<file path="config.mk">
export PLATFORM = sky130hd
export DESIGN_NAME = ppmc_top
export DESIGN_NICKNAME = d
export VERILOG_FILES = /design/src/common/ppmc_pkg.sv /design/src/common/ppmc_sync_if.sv /design/src/core/ppmc_sync.sv /design/src/core/ppmc_top.sv
export VERILOG_INCLUDE_DIRS = /design/src /design/src/common
export SDC_FILE = /design/constraint.sdc
export NUM_CORES = 1
export LEC_CHECK = 0
export ABC_AREA = 1
export BUFFER_PORTS_ARGS = -buffer_cell sky130_fd_sc_hd__buf_2
export CAP_MARGIN = 40
export CORE_ASPECT_RATIO = 0.75
export CORE_MARGIN = 3
export CORE_UTILIZATION = 30
export DETAILED_ROUTE_END_ITERATION = 6
export GPL_ROUTABILITY_DRIVEN = 1
export GPL_TIMING_DRIVEN = 0
export PLACE_DENSITY_LB_ADDON = 0.2
export SLEW_MARGIN = 25
export SYNTH_ARGS = -nofsm -noshare
export SYNTH_HDL_FRONTEND = slang
export SYNTH_HIERARCHICAL = 1
export SYNTH_SLANG_ARGS = --single-unit
</file>
<file path="constraint.sdc">
create_clock -name i_mclk -period 2.5 [get_ports i_mclk]
set_input_delay 0.25 -clock i_mclk [delete_from_list [all_inputs] [get_ports i_mclk]]
set_output_delay 0.25 -clock i_mclk [all_outputs]
set_load 0.1 [all_outputs]
</file>
<file path="src/common/ppmc_consts.svh">
// Purpose: shared numbers of the port power and mode control block
// Assumes: one 40 MHz crystal clock
// Notes:   times are in ns, cycle counts derive from them
`ifndef PPMC_CONSTS_SVH
`define PPMC_CONSTS_SVH

// ----------------------------------------
// clock and timing
// ----------------------------------------
`define PPMC_CLK_NS       25
`define PPMC_TICK_NS      1000000
`define PPMC_TICK_CYC     (`PPMC_TICK_NS / `PPMC_CLK_NS)
`define PPMC_MASK_BASE    8'h08
`define PPMC_PULSE_BASE   8'h10

// ----------------------------------------
// indicator select codes
// ----------------------------------------
`define PPMC_LED_RSVD_A   4'hb
`define PPMC_LED_PDF      4'hc
`define PPMC_LED_RSVD_B   4'hd
`define PPMC_LED_OFF      4'he
`define PPMC_LED_ON       4'hf

// ----------------------------------------
// strap and synchroniser layout
// ----------------------------------------
`define PPMC_STRAP_SPD    4'h4
`define PPMC_STRAP_WAIT   3'h5
`define PPMC_SYNC_W       10
`define PPMC_SYNC_SUSP    0
`define PPMC_SYNC_EN_LO   1
`define PPMC_SYNC_EN_HI   4
`define PPMC_SYNC_ST_LO   5
`define PPMC_SYNC_ST_HI   9

// ----------------------------------------
// management address spaces and pair masks
// ----------------------------------------
`define PPMC_MMD_PMA      5'h01
`define PPMC_PAIR_ALL     4'hf
`define PPMC_PAIR_AB      4'h3

`endif

</file>
<file path="src/common/ppmc_pkg.sv">
// Purpose: types of the port power and mode control block
// Assumes: nothing
// Notes:   numbers live in ppmc_consts.svh
package ppmc_pkg;

	// ----------------------------------------
	// energy-detect power-down states
	// ----------------------------------------
	typedef enum logic [1:0] {
		ED_OFF,   // normal operation
		ED_MASK,  // energy gone, waiting out the mask time
		ED_IDLE   // powered down, only tx pulses and detect
	} ppmc_ed_state_t;

endpackage

</file>
<file path="src/common/ppmc_sync_if.sv">
// Purpose: carries raw pins into the synchroniser and clean levels back
// Assumes: clk is the crystal clock
// Notes:   width fixed by PPMC_SYNC_W
`timescale 1ns/1ps
`include "ppmc_consts.svh"
interface ppmc_sync_if (
	input wire logic clk,
	input wire logic rst_b
);
	logic [`PPMC_SYNC_W-1:0] raw;    // asynchronous pin levels
	logic [`PPMC_SYNC_W-1:0] clean;  // levels after agreement

	modport sync (input clk, input rst_b, input raw, output clean);
	modport user (input clean, output raw);
endinterface

</file>
<file path="src/core/ppmc_sync.sv">
// Purpose: three-stage pin synchroniser with agreement filter
// Assumes: inputs are static for at least two clocks per change
// Notes:   a change is accepted once stages two and three agree
`timescale 1ns/1ps
`include "ppmc_consts.svh"
module ppmc_sync (
	ppmc_sync_if.sync sif
);
	logic [`PPMC_SYNC_W-1:0] s1;        // first stage, feeds s2 only
	logic [`PPMC_SYNC_W-1:0] s2;        // second stage
	logic [`PPMC_SYNC_W-1:0] s3;        // third stage
	logic [`PPMC_SYNC_W-1:0] q;         // accepted level
	logic [`PPMC_SYNC_W-1:0] next_q;    // next accepted level

	// ----------------------------------------
	// agreement filter, one bit at a time
	// ----------------------------------------
	genvar g;
	generate
		for (g = 0; g < `PPMC_SYNC_W; g++) begin : g_bit
			// take the new level only when two stages agree
			always_comb begin
				next_q[g] = (s2[g] == s3[g]) ? s2[g] : q[g];
			end
		end
	endgenerate

	// register all stages
	always_ff @(posedge sif.clk) begin
		if (!sif.rst_b) begin
			s1 <= '0;
			s2 <= '0;
			s3 <= '0;
			q  <= '0;
		end else begin
			s1 <= sif.raw;
			s2 <= s1;
			s3 <= s2;
			q  <= next_q;
		end
	end

	assign sif.clean = q;
endmodule

</file>
<file path="src/core/ppmc_top.sv">
// Purpose: per-port suspend, energy-detect and software power-down control
// Assumes: i_mclk is the 40 MHz crystal clock, always running
// Notes:   control bits come from the owning register file as plain ports
`timescale 1ns/1ps
`include "ppmc_consts.svh"
module ppmc_top
	import ppmc_pkg::*;
#(
	parameter int unsigned TICK_CYC = `PPMC_TICK_CYC
) (
	input  wire logic       i_mclk,
	input  wire logic       i_rst_b,
	input  wire logic       i_suspend_pin,
	input  wire logic [4:0] i_mode_strap,
	input  wire logic [3:0] i_energy_det,
	input  wire logic       i_edpd_en,
	input  wire logic [1:0] i_edpd_mask_timer,
	input  wire logic [1:0] i_edpd_pulse_timer,
	input  wire logic       i_edpd_rand_dis,
	input  wire logic       i_idle_pll_off,
	input  wire logic       i_force_1000,
	input  wire logic       i_cable_diag,
	input  wire logic [1:0] i_pair_sel,
	input  wire logic       i_energy_chg_clr,
	input  wire logic       i_pd_wr,
	input  wire logic       i_pd_wdata,
	input  wire logic       i_spd_pll_off,
	input  wire logic       i_spd_cg_override,
	input  wire logic       i_isolate_bit,
	input  wire logic [3:0] i_led_sel,
	input  wire logic       i_led_lo_state,
	input  wire logic       i_pdf,
	input  wire logic       i_phy_link_up,
	input  wire logic       i_phy_event,
	input  wire logic       i_phy_irq,
	input  wire logic       i_mgmt_req,
	input  wire logic       i_mgmt_mmd,
	input  wire logic [4:0] i_mgmt_devad,
	output logic            o_port_indicator_output,
	output logic            o_link_up,
	output logic            o_event,
	output logic            o_irq,
	output logic            o_phy_enable,
	output logic            o_data_en,
	output logic            o_rec_clk_en,
	output logic            o_clk_fast_en,
	output logic            o_txrx_clk_en,
	output logic            o_pll_en,
	output logic            o_edpd_active,
	output logic            o_link_pulse,
	output logic [3:0]      o_pair_mon,
	output logic            o_energy_status,
	output logic            o_energy_chg,
	output logic            o_spd,
	output logic            o_dev_reset,
	output logic            o_mgmt_grant,
	output logic            o_mgmt_refuse
);
	// ----------------------------------------
	// decoding helpers
	// ----------------------------------------
	// indicator level for one select code
	function automatic logic led_decode(input logic [3:0] sel, input logic lo, input logic pdf);
		logic r;
		r = lo;
		unique case (sel)
			`PPMC_LED_PDF:    r = pdf;
			`PPMC_LED_OFF:    r = 1'b0;
			`PPMC_LED_ON:     r = 1'b1;
			`PPMC_LED_RSVD_A: r = 1'b0;
			`PPMC_LED_RSVD_B: r = 1'b0;
			default:          r = lo;
		endcase
		return r;
	endfunction

	// interval in ticks from a base and a two-bit field
	function automatic logic [7:0] interval(input logic [7:0] base, input logic [1:0] sel);
		return 8'(base << sel);
	endfunction

	// ----------------------------------------
	// pin synchronisation
	// ----------------------------------------
	ppmc_sync_if u_sif (
		.clk   (i_mclk),
		.rst_b (i_rst_b)
	);
	assign u_sif.raw = {i_mode_strap, i_energy_det, i_suspend_pin};

	ppmc_sync u_sync (
		.sif (u_sif.sync)
	);

	logic       suspend;      // filtered suspend level
	logic [3:0] energy;       // filtered per-pair energy
	logic [4:0] strap;        // filtered mode strap
	logic [3:0] pair_mask;    // pairs being watched
	logic       energy_any;   // energy on any watched pair
	assign suspend = u_sif.clean[`PPMC_SYNC_SUSP];
	assign energy  = u_sif.clean[`PPMC_SYNC_EN_HI:`PPMC_SYNC_EN_LO];
	assign strap   = u_sif.clean[`PPMC_SYNC_ST_HI:`PPMC_SYNC_ST_LO];

	// pick the monitored pairs
	always_comb begin
		pair_mask = `PPMC_PAIR_AB;
		if (i_force_1000 && i_cable_diag) begin
			pair_mask = 4'(4'h1 << i_pair_sel);
		end else if (i_force_1000) begin
			pair_mask = `PPMC_PAIR_ALL;
		end
	end
	assign energy_any = |(energy & pair_mask);

	// ----------------------------------------
	// energy-detect power-down
	// ----------------------------------------
	ppmc_ed_state_t ed_state;        // power-down state
	ppmc_ed_state_t next_ed_state;
	logic [15:0]    tick_cnt;        // divider toward the slow tick
	logic [15:0]    next_tick_cnt;
	logic           tick;            // one-cycle slow enable
	logic           next_tick;
	logic [7:0]     mask_cnt;        // ticks left before power-down
	logic [7:0]     next_mask_cnt;
	logic [7:0]     pulse_cnt;       // ticks left to next link pulse
	logic [7:0]     next_pulse_cnt;
	logic [3:0]     lfsr;            // jitter source
	logic [3:0]     next_lfsr;
	logic           link_pulse;      // request one link pulse
	logic           next_link_pulse;
	logic [7:0]     pulse_reload;    // next pulse spacing

	// pulse spacing with optional random spread
	always_comb begin
		pulse_reload = interval(`PPMC_PULSE_BASE, i_edpd_pulse_timer);
		if (!i_edpd_rand_dis) begin
			pulse_reload = pulse_reload + {6'h00, lfsr[1:0]};
		end
	end

	// next state of the power-down sequencer
	always_comb begin
		next_tick_cnt   = tick_cnt + 16'h0001;
		next_tick       = 1'b0;
		next_lfsr       = {lfsr[2:0], lfsr[3] ^ lfsr[2]};
		next_ed_state   = ed_state;
		next_mask_cnt   = mask_cnt;
		next_pulse_cnt  = pulse_cnt;
		next_link_pulse = 1'b0;
		if (tick_cnt == 16'(TICK_CYC - 1)) begin
			next_tick_cnt = 16'h0000;
			next_tick     = 1'b1;
		end
		unique case (ed_state)
			ED_OFF: begin
				// only an enabled port may power down
				if (i_edpd_en && !energy_any) begin
					next_ed_state = ED_MASK;
					next_mask_cnt = interval(`PPMC_MASK_BASE, i_edpd_mask_timer);
				end
			end
			ED_MASK: begin
				if (!i_edpd_en || energy_any) begin
					next_ed_state = ED_OFF;
				end else if (tick) begin
					if (mask_cnt == 8'h00) begin
						next_ed_state  = ED_IDLE;
						next_pulse_cnt = pulse_reload;
					end else begin
						next_mask_cnt = mask_cnt - 8'h01;
					end
				end
			end
			ED_IDLE: begin
				// wake on energy or when software disables
				if (!i_edpd_en || energy_any) begin
					next_ed_state = ED_OFF;
				end else if (tick) begin
					if (pulse_cnt == 8'h00) begin
						next_link_pulse = 1'b1;
						next_pulse_cnt  = pulse_reload;
					end else begin
						next_pulse_cnt = pulse_cnt - 8'h01;
					end
				end
			end
		endcase
	end

	// register the power-down sequencer
	always_ff @(posedge i_mclk) begin
		if (!i_rst_b) begin
			ed_state   <= ED_OFF;
			tick_cnt   <= 16'h0000;
			tick       <= 1'b0;
			mask_cnt   <= 8'h00;
			pulse_cnt  <= 8'h00;
			lfsr       <= 4'h1;
			link_pulse <= 1'b0;
		end else begin
			ed_state   <= next_ed_state;
			tick_cnt   <= next_tick_cnt;
			tick       <= next_tick;
			mask_cnt   <= next_mask_cnt;
			pulse_cnt  <= next_pulse_cnt;
			lfsr       <= next_lfsr;
			link_pulse <= next_link_pulse;
		end
	end

	// ----------------------------------------
	// software power-down, PLL and device reset
	// ----------------------------------------
	logic       ed_idle;         // port in energy power-down
	logic       spd;             // software power-down state
	logic       next_spd;
	logic [2:0] strap_cnt;       // wait for the strap to settle
	logic [2:0] next_strap_cnt;
	logic       pll_off;         // PLL held off last cycle
	logic       pll_off_now;     // PLL held off this cycle
	logic       dev_reset;       // device reset request
	logic       next_dev_reset;
	assign ed_idle = (ed_state == ED_IDLE);

	// next power-down and reset state
	always_comb begin
		pll_off_now    = (ed_idle && i_idle_pll_off) || (spd && i_spd_pll_off);
		next_dev_reset = pll_off && !pll_off_now;
		next_spd       = spd;
		next_strap_cnt = strap_cnt;
		if (strap_cnt != `PPMC_STRAP_WAIT) begin
			next_strap_cnt = strap_cnt + 3'h1;
			if (strap_cnt == `PPMC_STRAP_WAIT - 3'h1) begin
				next_spd = (strap[4:1] == `PPMC_STRAP_SPD);
			end
		end else if (dev_reset) begin
			// restart from the strap defaults
			next_strap_cnt = 3'h0;
		end else if (i_pd_wr) begin
			next_spd = i_pd_wdata;
		end
	end

	// register power-down and reset state
	always_ff @(posedge i_mclk) begin
		if (!i_rst_b) begin
			spd       <= 1'b0;
			strap_cnt <= 3'h0;
			pll_off   <= 1'b0;
			dev_reset <= 1'b0;
		end else begin
			spd       <= next_spd;
			strap_cnt <= next_strap_cnt;
			pll_off   <= pll_off_now;
			dev_reset <= next_dev_reset;
		end
	end

	// ----------------------------------------
	// energy change latch
	// ----------------------------------------
	logic energy_prev;        // energy level last cycle
	logic energy_chg;         // sticky change flag
	logic next_energy_chg;

	// set beats clear in the same cycle
	always_comb begin
		next_energy_chg = energy_chg;
		if (i_energy_chg_clr) begin
			next_energy_chg = 1'b0;
		end
		// changes seen while the synchroniser refills after a reset are not real
		if ((energy_any != energy_prev) && !suspend && strap_cnt == `PPMC_STRAP_WAIT) begin
			next_energy_chg = 1'b1;
		end
	end

	// register the change latch
	always_ff @(posedge i_mclk) begin
		if (!i_rst_b) begin
			energy_prev <= 1'b0;
			energy_chg  <= 1'b0;
		end else begin
			energy_prev <= energy_any;
			energy_chg  <= next_energy_chg;
		end
	end

	// ----------------------------------------
	// outputs
	// ----------------------------------------
	logic       fast_on;          // fast clocks allowed
	logic       quiet;            // no traffic of any kind
	logic       mmd_ok;           // management access allowed
	logic       n_ind;
	logic       n_link;
	logic       n_evt;
	logic       n_irq;
	logic       n_data;
	logic       n_rec;
	logic       n_txrx;

	// derive the gated output levels
	always_comb begin
		fast_on = !spd || i_spd_cg_override;
		quiet   = suspend || spd || ed_state != ED_OFF;
		n_ind   = led_decode(i_led_sel, i_led_lo_state, i_pdf)
		          && !suspend && !spd && !i_isolate_bit;
		n_link  = i_phy_link_up && !suspend && ed_state == ED_OFF;
		n_evt   = i_phy_event && !suspend;
		n_irq   = i_phy_irq && !suspend;
		n_data  = !quiet && !i_isolate_bit;
		n_rec   = !quiet;
		n_txrx  = fast_on && !i_isolate_bit;
		mmd_ok  = 1'b1;
		if (spd && i_mgmt_mmd) begin
			if (i_mgmt_devad == `PPMC_MMD_PMA) begin
				mmd_ok = 1'b0;
			end else begin
				mmd_ok = i_spd_cg_override;
			end
		end
	end

	// register every output
	always_ff @(posedge i_mclk) begin
		if (!i_rst_b) begin
			o_port_indicator_output <= 1'b0;
			o_link_up       <= 1'b0;
			o_event         <= 1'b0;
			o_irq           <= 1'b0;
			o_phy_enable    <= 1'b0;
			o_data_en       <= 1'b0;
			o_rec_clk_en    <= 1'b0;
			o_clk_fast_en   <= 1'b0;
			o_txrx_clk_en   <= 1'b0;
			o_pll_en        <= 1'b1;
			o_edpd_active   <= 1'b0;
			o_link_pulse    <= 1'b0;
			o_pair_mon      <= 4'h0;
			o_energy_status <= 1'b0;
			o_energy_chg    <= 1'b0;
			o_spd           <= 1'b0;
			o_dev_reset     <= 1'b0;
			o_mgmt_grant    <= 1'b0;
			o_mgmt_refuse   <= 1'b0;
		end else begin
			o_port_indicator_output <= n_ind;
			o_link_up       <= n_link;
			o_event         <= n_evt;
			o_irq           <= n_irq;
			o_phy_enable    <= !suspend;
			o_data_en       <= n_data;
			o_rec_clk_en    <= n_rec;
			o_clk_fast_en   <= fast_on;
			o_txrx_clk_en   <= n_txrx;
			o_pll_en        <= !pll_off;
			o_edpd_active   <= ed_idle;
			o_link_pulse    <= link_pulse;
			o_pair_mon      <= pair_mask;
			o_energy_status <= energy_any;
			o_energy_chg    <= energy_chg;
			o_spd           <= spd;
			o_dev_reset     <= dev_reset;
			o_mgmt_grant    <= i_mgmt_req && mmd_ok;
			o_mgmt_refuse   <= i_mgmt_req && !mmd_ok;
		end
	end
endmodule

</file>
==> flow_metrics.py, run 1 <==
metrics = {
    "sta": {
        "fin_crit_sh_pct": 70.8,
        "slew-limit-headroom_pct": 58.3,
        "clock_skew_ps": 8.96,
        "hold_viol": 0,
        "rsz0062_at_grt": "no",
        "setup_slack_ps": 731,
        "fin_crit_ps": 1770,
        "finalSetupViolCount": 0,
        "tns_ps": 0,
        "max_freq_mhz": 565,
        "slew_viol_final": 0,
        "hold_slack_ps": 76.4,
        "worst_pin_slew_ps": 625,
    },
    "power": {
        "p_leak_nw": 2.57,
        "irDropWorstVdd_uv": 360,
        "combPwrFrac_pct": 24.6,
        "clkPwrFrac_pct": 31.6,
        "p_per_area_nw_per_um2": 825,
        "power.total_mw": 4.29,
        "intPower_mw": 2.87,
        "swShare_pct": 33.0,
        "p_sw_mw": 1.41,
        "seqPwrFrac_pct": 43.8,
    },
    "cts": {
        "ctsHoldBuffers": 0,
        "cts_resized": 0,
        "cts_buffers": 9,
        "clock_latency_ps": 340,
        "cts_setup_buffers": 0,
        "path_clk_slew_ps": 70,
        "htreeDepth": 3,
        "clock_path_buffers": 2,
        "clock-sinks": 105,
        "cts_tree": "done",
        "cts_root_buf": "clkbuf_16",
    },
    "route": {
        "viasPerCell": 4.28,
        "dr.pass1.iters": 4,
        "drtIter0Drc": 173,
        "vias": 3636,
        "avgRoutedWirePerCell_um": 10.8,
        "ant_nets": 0,
        "drt-total-wl_um": 9210,
        "drc": 0,
    },
    "synth": {
        "syn_area_per_cell_sq_um": 7.56,
        "syn_inst": 574,
        "synth_area_sq_um": 4340,
        "syn_nets": 627,
        "yosysWarnings": 6,
    },
    "placed_design": {
        "place_ws_ps": 754,
        "place.gp.congestion": 0.794,
        "place_area_sq_um": 4910,
        "dp_hpwl_um": 6960,
        "port-buffer-count": 65,
    },
    "grt": {
        "antenna_found_initial": 0,
        "grt_pass1_wl_um": 15000,
        "grt_usage_pct": 11.9,
        "grt_overflow": 0,
        "grt_pass1_vias": 3279,
        "grt_max_degree": 19,
    },
    "flow_run": {
        "drv_cap": 0,
    },
    "hold_path": {
        "hold_class": "primary input to flop",
    },
    "final_layout": {
        "multi_input_area_sq_um": 1800,
        "syn_to_final_growth_pct": 19.8,
        "fillers": 1439,
        "seqCellArea_sq_um": 2100,
        "drive_above_1_share_pct": 16.6,
        "final_nets": 703,
        "insertedDiodeCount": 0,
        "final_area_sq_um": 5200,
    },
    "floorplanning": {
        "pin_count": 67,
        "initial_utilization_pct": 31.1,
        "rows": 37,
        "die_h_um": 110,
        "core-area_sq_um": 13900,
        "die_x_um": 145,
        "dieArea_sq_um": 15900,
    },
    "setup_path": {
        "crit_path_start_kind": "flop",
        "end_kind": "flop",
        "cp.arrival_ps": 2010,
        "cp_max_fo": 8,
        "critical_path_class": "flop to flop",
        "required_ps": 2740,
    },
    "run_status": {
        "status": "complete, no violations",
    },
}
-- registers in the layout, summed over array words and instances (netlist names), 3 cells and up --
register          count
tick_cnt             16
u_sync/s1             9
u_sync/s2             9
u_sync/s3             9
u_sync/sif.clean      9
mask_cnt              8
pulse_cnt             8
lfsr                  4
o_pair_mon            4
strap_cnt             3
-- cell usage in the layout (no fill, tap or decap), types with 3 or more instances in the layout --
master	instances
a21oi_1	27
a31oi_1	5
buf_2	71
clkbuf_1	4
clkbuf_16	9
clkinv_4	3
dfxtp_1	105
ha_1	8
inv_1	93
nand2_1	119
nand2_2	4
nand2_4	4
nand3_1	28
nand3b_1	3
nand4_1	4
nor2_1	81
nor3_1	12
o21ai_0	21
o21ai_1	10
xnor2_1	4
xor2_1	8
-- per-stage QoR --
step                util [%]  instances
floorplan                  -        574
global placement        35.2        834
detailed placement      35.2        834
CTS                     37.3        850
global route            37.3        850
finish                  37.3        850
-- cell type report --
cell class / instances / area share (%)
clock inverters: 5 / 0.915
multi-input cells: 361 / 34.7
flip-flops and latches: 105 / 40.5
clock buffers: 11 / 4.67
plain buffers: 11 / 1.16
well taps: 195 / 4.70
repair buffers: 65 / 6.26
inverters: 97 / 7.15
-- worst max-delay path, cell delays in order, from the launching register on --
cell	delay, ps
dfxtp_1	370
inv_1	80
ha_1	210
inv_1	210
nor2_1	100
inv_1	80
o211ai_1	90
inv_1	130
nand2_4	80
inv_2	130
nand3_1	90
nand2_1	70
nor2_1	40
-- layer usage --
layer / up-vias / wire [um] / global-route usage, %
li1: 1944 / - / -
met1: 1630 / 4420 / 14.9
met2: 56 / 4390 / 20.2
met3: 6 / 322 / 3.06
met4: 0 / 78 / 3.60
met5: - / 0 / 0
-- power groups by stage --
stage          logic [mW]  clock network (mW)  registers, mW
5_1_grt              1.20                1.47           1.89
2_1_floorplan       0.709                   0           2.03
4_1_cts              1.06                1.40           1.88
6_report             1.05                1.35           1.88
3_5_place_dp         1.05                   0           1.92
3_3_place_gp         1.04                   0           1.91
-- final timing paths --
kind	cells past startpoint	start	to	slack [ps]
max reg2reg	12	ed_state[1]$_SDFFE_PN0P_	pulse_cnt[7]$_SDFFE_PN0P_	730
min reg2reg	1	pll_off$_SDFF_PN0_	o_pll_en$_SDFF_PN1_	400
max	12	ed_state[1]$_SDFFE_PN0P_	pulse_cnt[7]$_SDFFE_PN0P_	730
min	2	i_isolate_bit	o_txrx_clk_en$_SDFF_PN0_	80
(Power assumes the default switching activity.)
==> inputs of run 2 (changes only) <==
- clock period: 2.5 -> 1.8 ns (I/O delays scaled with it)
==> flow_metrics.py, run 2 (synthesized netlist as in run 1, its figures left out) <==
metrics = {
    "run_status": {
        "status": "complete, no violations",
    },
    "placed_design": {
        "dp_hpwl_um": 6960,
        "place_area_sq_um": 4910,
        "placed_cells": 834,
        "place.gp.congestion": 0.794,
        "port-buffer-count": 65,
    },
    "floorplanning": {
        "die_x_um": 145,
        "initial_utilization_pct": 31.1,
        "dieArea_sq_um": 15900,
        "die_h_um": 110,
        "pin_count": 67,
        "rows": 37,
        "core-area_sq_um": 13900,
    },
    "setup_path": {
        "crit_path_max_incr_delay_ps": 370,
        "path_delay_family": "buffers and inverters",
        "required_ps": 2040,
        "critical_path_class": "flop to flop",
        "cp_max_fo": 10,
        "timing.rr.end": "pulse_cnt[7]$_SDFFE_PN0P_",
        "crit_slowest_cell": "dfxtp_1",
        "crit_path_start_kind": "flop",
        "rr_worst_depth": 11,
        "cp.arrival_ps": 1900,
        "crit_chain": "inv_1 > ha_1 > buf_6 > o21ai_2 > o211ai_1 > inv_1 > nand2_4 > inv_2 > nand3_1 > nand2_1 > nor2_1",
        "r2r-start": "ed_state[1]$_SDFFE_PN0P_",
        "cp_common_cell": "inv_1",
        "crit_buf_inv": 4,
        "ff2ff_setup_slack_ps": 140,
        "end_kind": "flop",
    },
    "cts": {
        "cts_root_buf": "clkbuf_16",
        "clock_path_buffers": 2,
        "clock_latency_ps": 340,
        "cts_tree": "done",
        "cts_buffers": 9,
        "clock-sinks": 105,
        "path_clk_slew_ps": 70,
        "htreeDepth": 3,
    },
    "sta": {
        "slew-limit-headroom_pct": 57.8,
        "finalSetupViolCount": 0,
        "clock_skew_ps": 9.59,
        "fin_crit_ps": 1660,
        "hold_viol": 0,
        "rsz0062_at_grt": "yes",
        "fin_crit_sh_pct": 92.4,
        "worst_pin_slew_ps": 633,
        "max_freq_mhz": 601,
        "slew_viol_final": 0,
        "hold_slack_ps": 11.2,
    },
    "route": {
        "drc": 0,
        "viasPerCell": 4.27,
        "drt-total-wl_um": 9250,
        "drtIter0Drc": 171,
        "avgRoutedWirePerCell_um": 10.8,
        "vias": 3649,
        "dr.pass1.iters": 4,
        "ant_nets": 0,
    },
    "grt": {
        "grt_usage_pct": 11.9,
        "grt_pass1_vias": 3296,
        "grt_overflow": 0,
        "grt_max_degree": 19,
        "antenna_found_initial": 0,
        "grt_pass1_wl_um": 15000,
    },
    "final_layout": {
        "final_nets": 707,
        "syn_to_final_growth_pct": 21.3,
        "layout.cells.non_filler": 854,
        "final_area_sq_um": 5260,
        "regMostFlops": "tick_cnt",
        "drive_above_1_share_pct": 17.8,
        "insertedDiodeCount": 0,
        "most-common-layout-cells": "nand2_1 (119), dfxtp_1 (104), inv_1 (92)",
        "largest_reg_flops": 16,
        "final_common_cell": "nand2_1",
    },
    "power": {
        "p_leak_nw": 2.62,
        "p_per_area_nw_per_um2": 1140,
        "irDropWorstVdd_uv": 511,
    },
    "hold_path": {
        "min_to": "u_sync/s1[4]$_SDFF_PN0_",
        "min_path_cells": 3,
        "hold_start": "i_energy_det[3]",
        "hold_class": "primary input to flop",
    },
    "flow_run": {
        "drv_cap": 0,
    },
}
-- run 2: report_power, final --
part	internal, mW	switching (mW)	total, mW
Combinational	0.509	0.980	1.49
Sequential	2.50	0.114	2.61
Clock	1.00	0.880	1.88
-- run 2: worst max path at each step --
stage | from | endpoint | cells past startpoint
2_1_floorplan | tick_cnt[0]$_SDFF_PP0_ | tick_cnt[12]$_SDFF_PP0_ | 10
6_report | ed_state[1]$_SDFFE_PN0P_ | pulse_cnt[7]$_SDFFE_PN0P_ | 11
3_5_place_dp | ed_state[1]$_SDFFE_PN0P_ | pulse_cnt[6]$_SDFFE_PN0P_ | 12
5_1_grt | tick_cnt[1]$_SDFF_PP0_ | tick_cnt[12]$_SDFF_PP0_ | 10
3_3_place_gp | ed_state[1]$_SDFFE_PN0P_ | pulse_cnt[6]$_SDFFE_PN0P_ | 12
4_1_cts | ed_state[1]$_SDFFE_PN0P_ | pulse_cnt[7]$_SDFFE_PN0P_ | 12
-- run 2: cell type report --
cell class / count / area [sq um]
multi-input cells: 361 / 1830
inverters: 97 / 372
well taps: 195 / 244
fillers: 1430 / 8670
flip-flops and latches: 105 / 2100
clock inverters: 5 / 47.5
clock buffers: 11 / 243
plain buffers: 11 / 62.6
repair buffers: 69 / 358
-- run 2: worst register-to-register path, stage by stage (launching register included) --
cell,delay (ps)
dfxtp_1,370
inv_1,80
ha_1,210
buf_6,160
o21ai_2,100
o211ai_1,120
inv_1,120
nand2_4,80
inv_2,130
nand3_1,90
nand2_1,70
nor2_1,40
-- run 2: what timing repair did --
item / in CTS / in global routing
hold endpoints to repair: 1 / 0
resized for setup: 0 / 8
setup endpoints to repair: 0 / 19
buffers inserted: 0 / 3
hold buffers: 1 / 0
-- run 2: metal layers --
layer	vias up	track usage [%]	share of wire [%]
met3	8	3.06	4.0
met4	0	3.60	1.1
met2	64	20.3	48
li1	1954	-	-
met1	1623	14.9	47
met5	-	0	0
-- run 2: metrics by stage --
| stage | util [%] | total power [mW] | setup TNS [ps] | setup WS, ps |
|---|---|---|---|---|
| floorplan | - | 3.80 | 0 | 278 |
| global placement | 35.2 | 4.10 | 0 | 71.7 |
| detailed placement | 35.2 | 4.12 | 0 | 54.2 |
| CTS | 37.4 | 6.03 | 0 | 40.2 |
| global route | 37.7 | 6.37 | -28.1 | -28.1 |
| finish | 37.7 | 5.98 | 0 | 137 |
==> inputs of run 3 (changes only) <==
- ABC_CLOCK_PERIOD_IN_PS: not set -> 1800
- CORE_UTILIZATION: 30 -> 41
==> flow_metrics.py, run 3 (synthesized netlist as in run 1, its figures left out) <==
metrics = {
    "run_status": {
        "status": "complete, no violations",
    },
    "route": {
        "avgRoutedWirePerCell_um": 11.4,
        "drt-total-wl_um": 9090,
        "vias": 3715,
        "ant_nets": 0,
        "viasPerCell": 4.67,
        "drc": 0,
        "drtIter0Drc": 227,
        "dr.pass1.iters": 4,
    },
    "power": {
        "clkPwrFrac_pct": 31.7,
        "p_leak_nw": 2.64,
        "p_per_area_nw_per_um2": 1150,
        "seqPwrFrac_pct": 43.3,
        "swShare_pct": 33.8,
        "intPower_mw": 3.99,
        "p_sw_mw": 2.04,
        "combPwrFrac_pct": 25.0,
        "power.total_mw": 6.03,
        "irDropWorstVdd_uv": 506,
    },
    "placed_design": {
        "dp_hpwl_um": 6660,
        "port-buffer-count": 65,
        "place.gp.congestion": 0.885,
        "place_ws_ps": 84.6,
        "place_area_sq_um": 4830,
        "placed_cells": 771,
    },
    "cts": {
        "clock_path_buffers": 2,
        "cts_buffers": 9,
        "path_clk_slew_ps": 70,
        "htreeDepth": 3,
        "cts_tree": "done",
        "clock_latency_ps": 350,
        "cts_root_buf": "clkbuf_16",
        "clock-sinks": 105,
    },
    "final_layout": {
        "insertedDiodeCount": 0,
        "largest_reg_flops": 16,
        "syn_to_final_growth_pct": 20.9,
        "multi_input_area_sq_um": 1830,
        "utilization_pct": 52.6,
        "layout.cells.non_filler": 796,
        "most-common-layout-cells": "nand2_1 (117), dfxtp_1 (103), inv_1 (90)",
        "regMostFlops": "tick_cnt",
        "drive_above_1_share_pct": 18.5,
        "final_nets": 712,
        "final_common_cell": "nand2_1",
        "seqCellArea_sq_um": 2100,
        "final_area_sq_um": 5240,
        "fillers": 943,
    },
    "setup_path": {
        "crit_path_max_incr_delay_ps": 350,
        "crit_buf_inv": 2,
        "timing.rr.end": "tick_cnt[12]$_SDFF_PP0_",
        "required_ps": 2100,
        "path_delay_family": "simple AND/OR/NAND/NOR gates",
        "crit_chain": "ha_2 > nand2_2 > nor2_4 > inv_2 > nor3_4 > nand4_4 > nor2_2 > xor2_1 > nand2_1 > inv_1",
        "cp.depth": 10,
        "critical_path_class": "flop to flop",
        "crit_path_start_kind": "flop",
        "ff2ff_setup_slack_ps": 140,
        "end_kind": "flop",
        "crit_slowest_cell": "dfxtp_2",
        "rr_worst_depth": 10,
        "r2r-start": "tick_cnt[0]$_SDFF_PP0_",
        "cp_max_fo": 4,
        "cp.arrival_ps": 1960,
    },
    "sta": {
        "slew-limit-headroom_pct": 60.2,
        "slew_viol_final": 0,
        "tns_ps": 0,
        "hold_viol": 0,
        "setup_slack_ps": 145,
        "hold_slack_ps": 14.4,
        "finalSetupViolCount": 0,
        "rsz0062_at_grt": "no",
        "fin_crit_ps": 1660,
        "max_freq_mhz": 604,
        "fin_crit_sh_pct": 92.0,
        "worst_pin_slew_ps": 597,
        "clock_skew_ps": 7.23,
    },
    "grt": {
        "grt_usage_pct": 16.3,
        "grt_overflow": 0,
        "antenna_found_initial": 0,
        "grt_pass1_vias": 3547,
        "grt_max_degree": 21,
        "grt_pass1_wl_um": 15600,
    },
    "floorplanning": {
        "pin_count": 67,
        "core-area_sq_um": 9970,
        "die_h_um": 95.1,
        "dieArea_sq_um": 11900,
        "initial_utilization_pct": 43.5,
        "rows": 31,
        "die_x_um": 125,
    },
    "hold_path": {
        "hold_start": "i_energy_chg_clr",
        "hold_class": "primary input to flop",
        "min_to": "energy_chg$_SDFFE_PN0P_",
        "min_path_cells": 2,
    },
    "flow_run": {
        "drv_cap": 0,
    },
}
## run 3: per-layer routing
layer / up-vias / track usage (%) / part of all wire [%]
met5: - / 0 / 0
met4: 0 / 4.65 / 0.97
met3: 10 / 5.99 / 5.4
met2: 74 / 28.8 / 47
met1: 1657 / 18.8 / 47
li1: 1974 / - / -
## run 3: cell type report
class                           count  area share (%)
Buffer                             11            1.19
Clock inverter                      7            1.41
Inverter                           97            7.09
Timing Repair Buffer               74            7.78
Clock buffer                        9            4.30
Sequential cell                   105            40.1
Multi-Input combinational cell    361            34.9
Tap cell                          132            3.15
## run 3: what timing repair did
item,in CTS,in global routing
setup endpoints to repair,0,17
buffers inserted,0,3
gates resized for setup,0,14
hold buffers,6,0
endpoints found under the hold margin,6,0
## run 3: power groups by stage
| stage | clock network, mW | logic (mW) | registers, mW |
|---|---|---|---|
| 2_1_floorplan | 0 | 0.985 | 2.82 |
| 3_3_place_gp | 0 | 1.40 | 2.66 |
| 3_5_place_dp | 0 | 1.45 | 2.66 |
| 4_1_cts | 1.98 | 1.47 | 2.61 |
| 5_1_grt | 2.07 | 1.70 | 2.64 |
| 6_report | 1.91 | 1.50 | 2.61 |
## run 3: how the worst max path moves through the flow
stage / from / endpoint
floorplan: tick_cnt[0]$_SDFF_PP0_ / tick_cnt[12]$_SDFF_PP0_
global placement: tick_cnt[0]$_SDFF_PP0_ / tick_cnt[12]$_SDFF_PP0_
detailed placement: tick_cnt[0]$_SDFF_PP0_ / tick_cnt[12]$_SDFF_PP0_
CTS: tick_cnt[0]$_SDFF_PP0_ / tick_cnt[12]$_SDFF_PP0_
global route: tick_cnt[0]$_SDFF_PP0_ / tick_cnt[12]$_SDFF_PP0_
finish: tick_cnt[0]$_SDFF_PP0_ / tick_cnt[12]$_SDFF_PP0_
## run 3: worst reg2reg max path: cells and delay by family, from the launching register on
kind,cells,cell delay [ps]
xor+xnor,1,150
fa+ha+maj,1,180
buf+inv,2,110
simple gates,6,820
flops,1,350
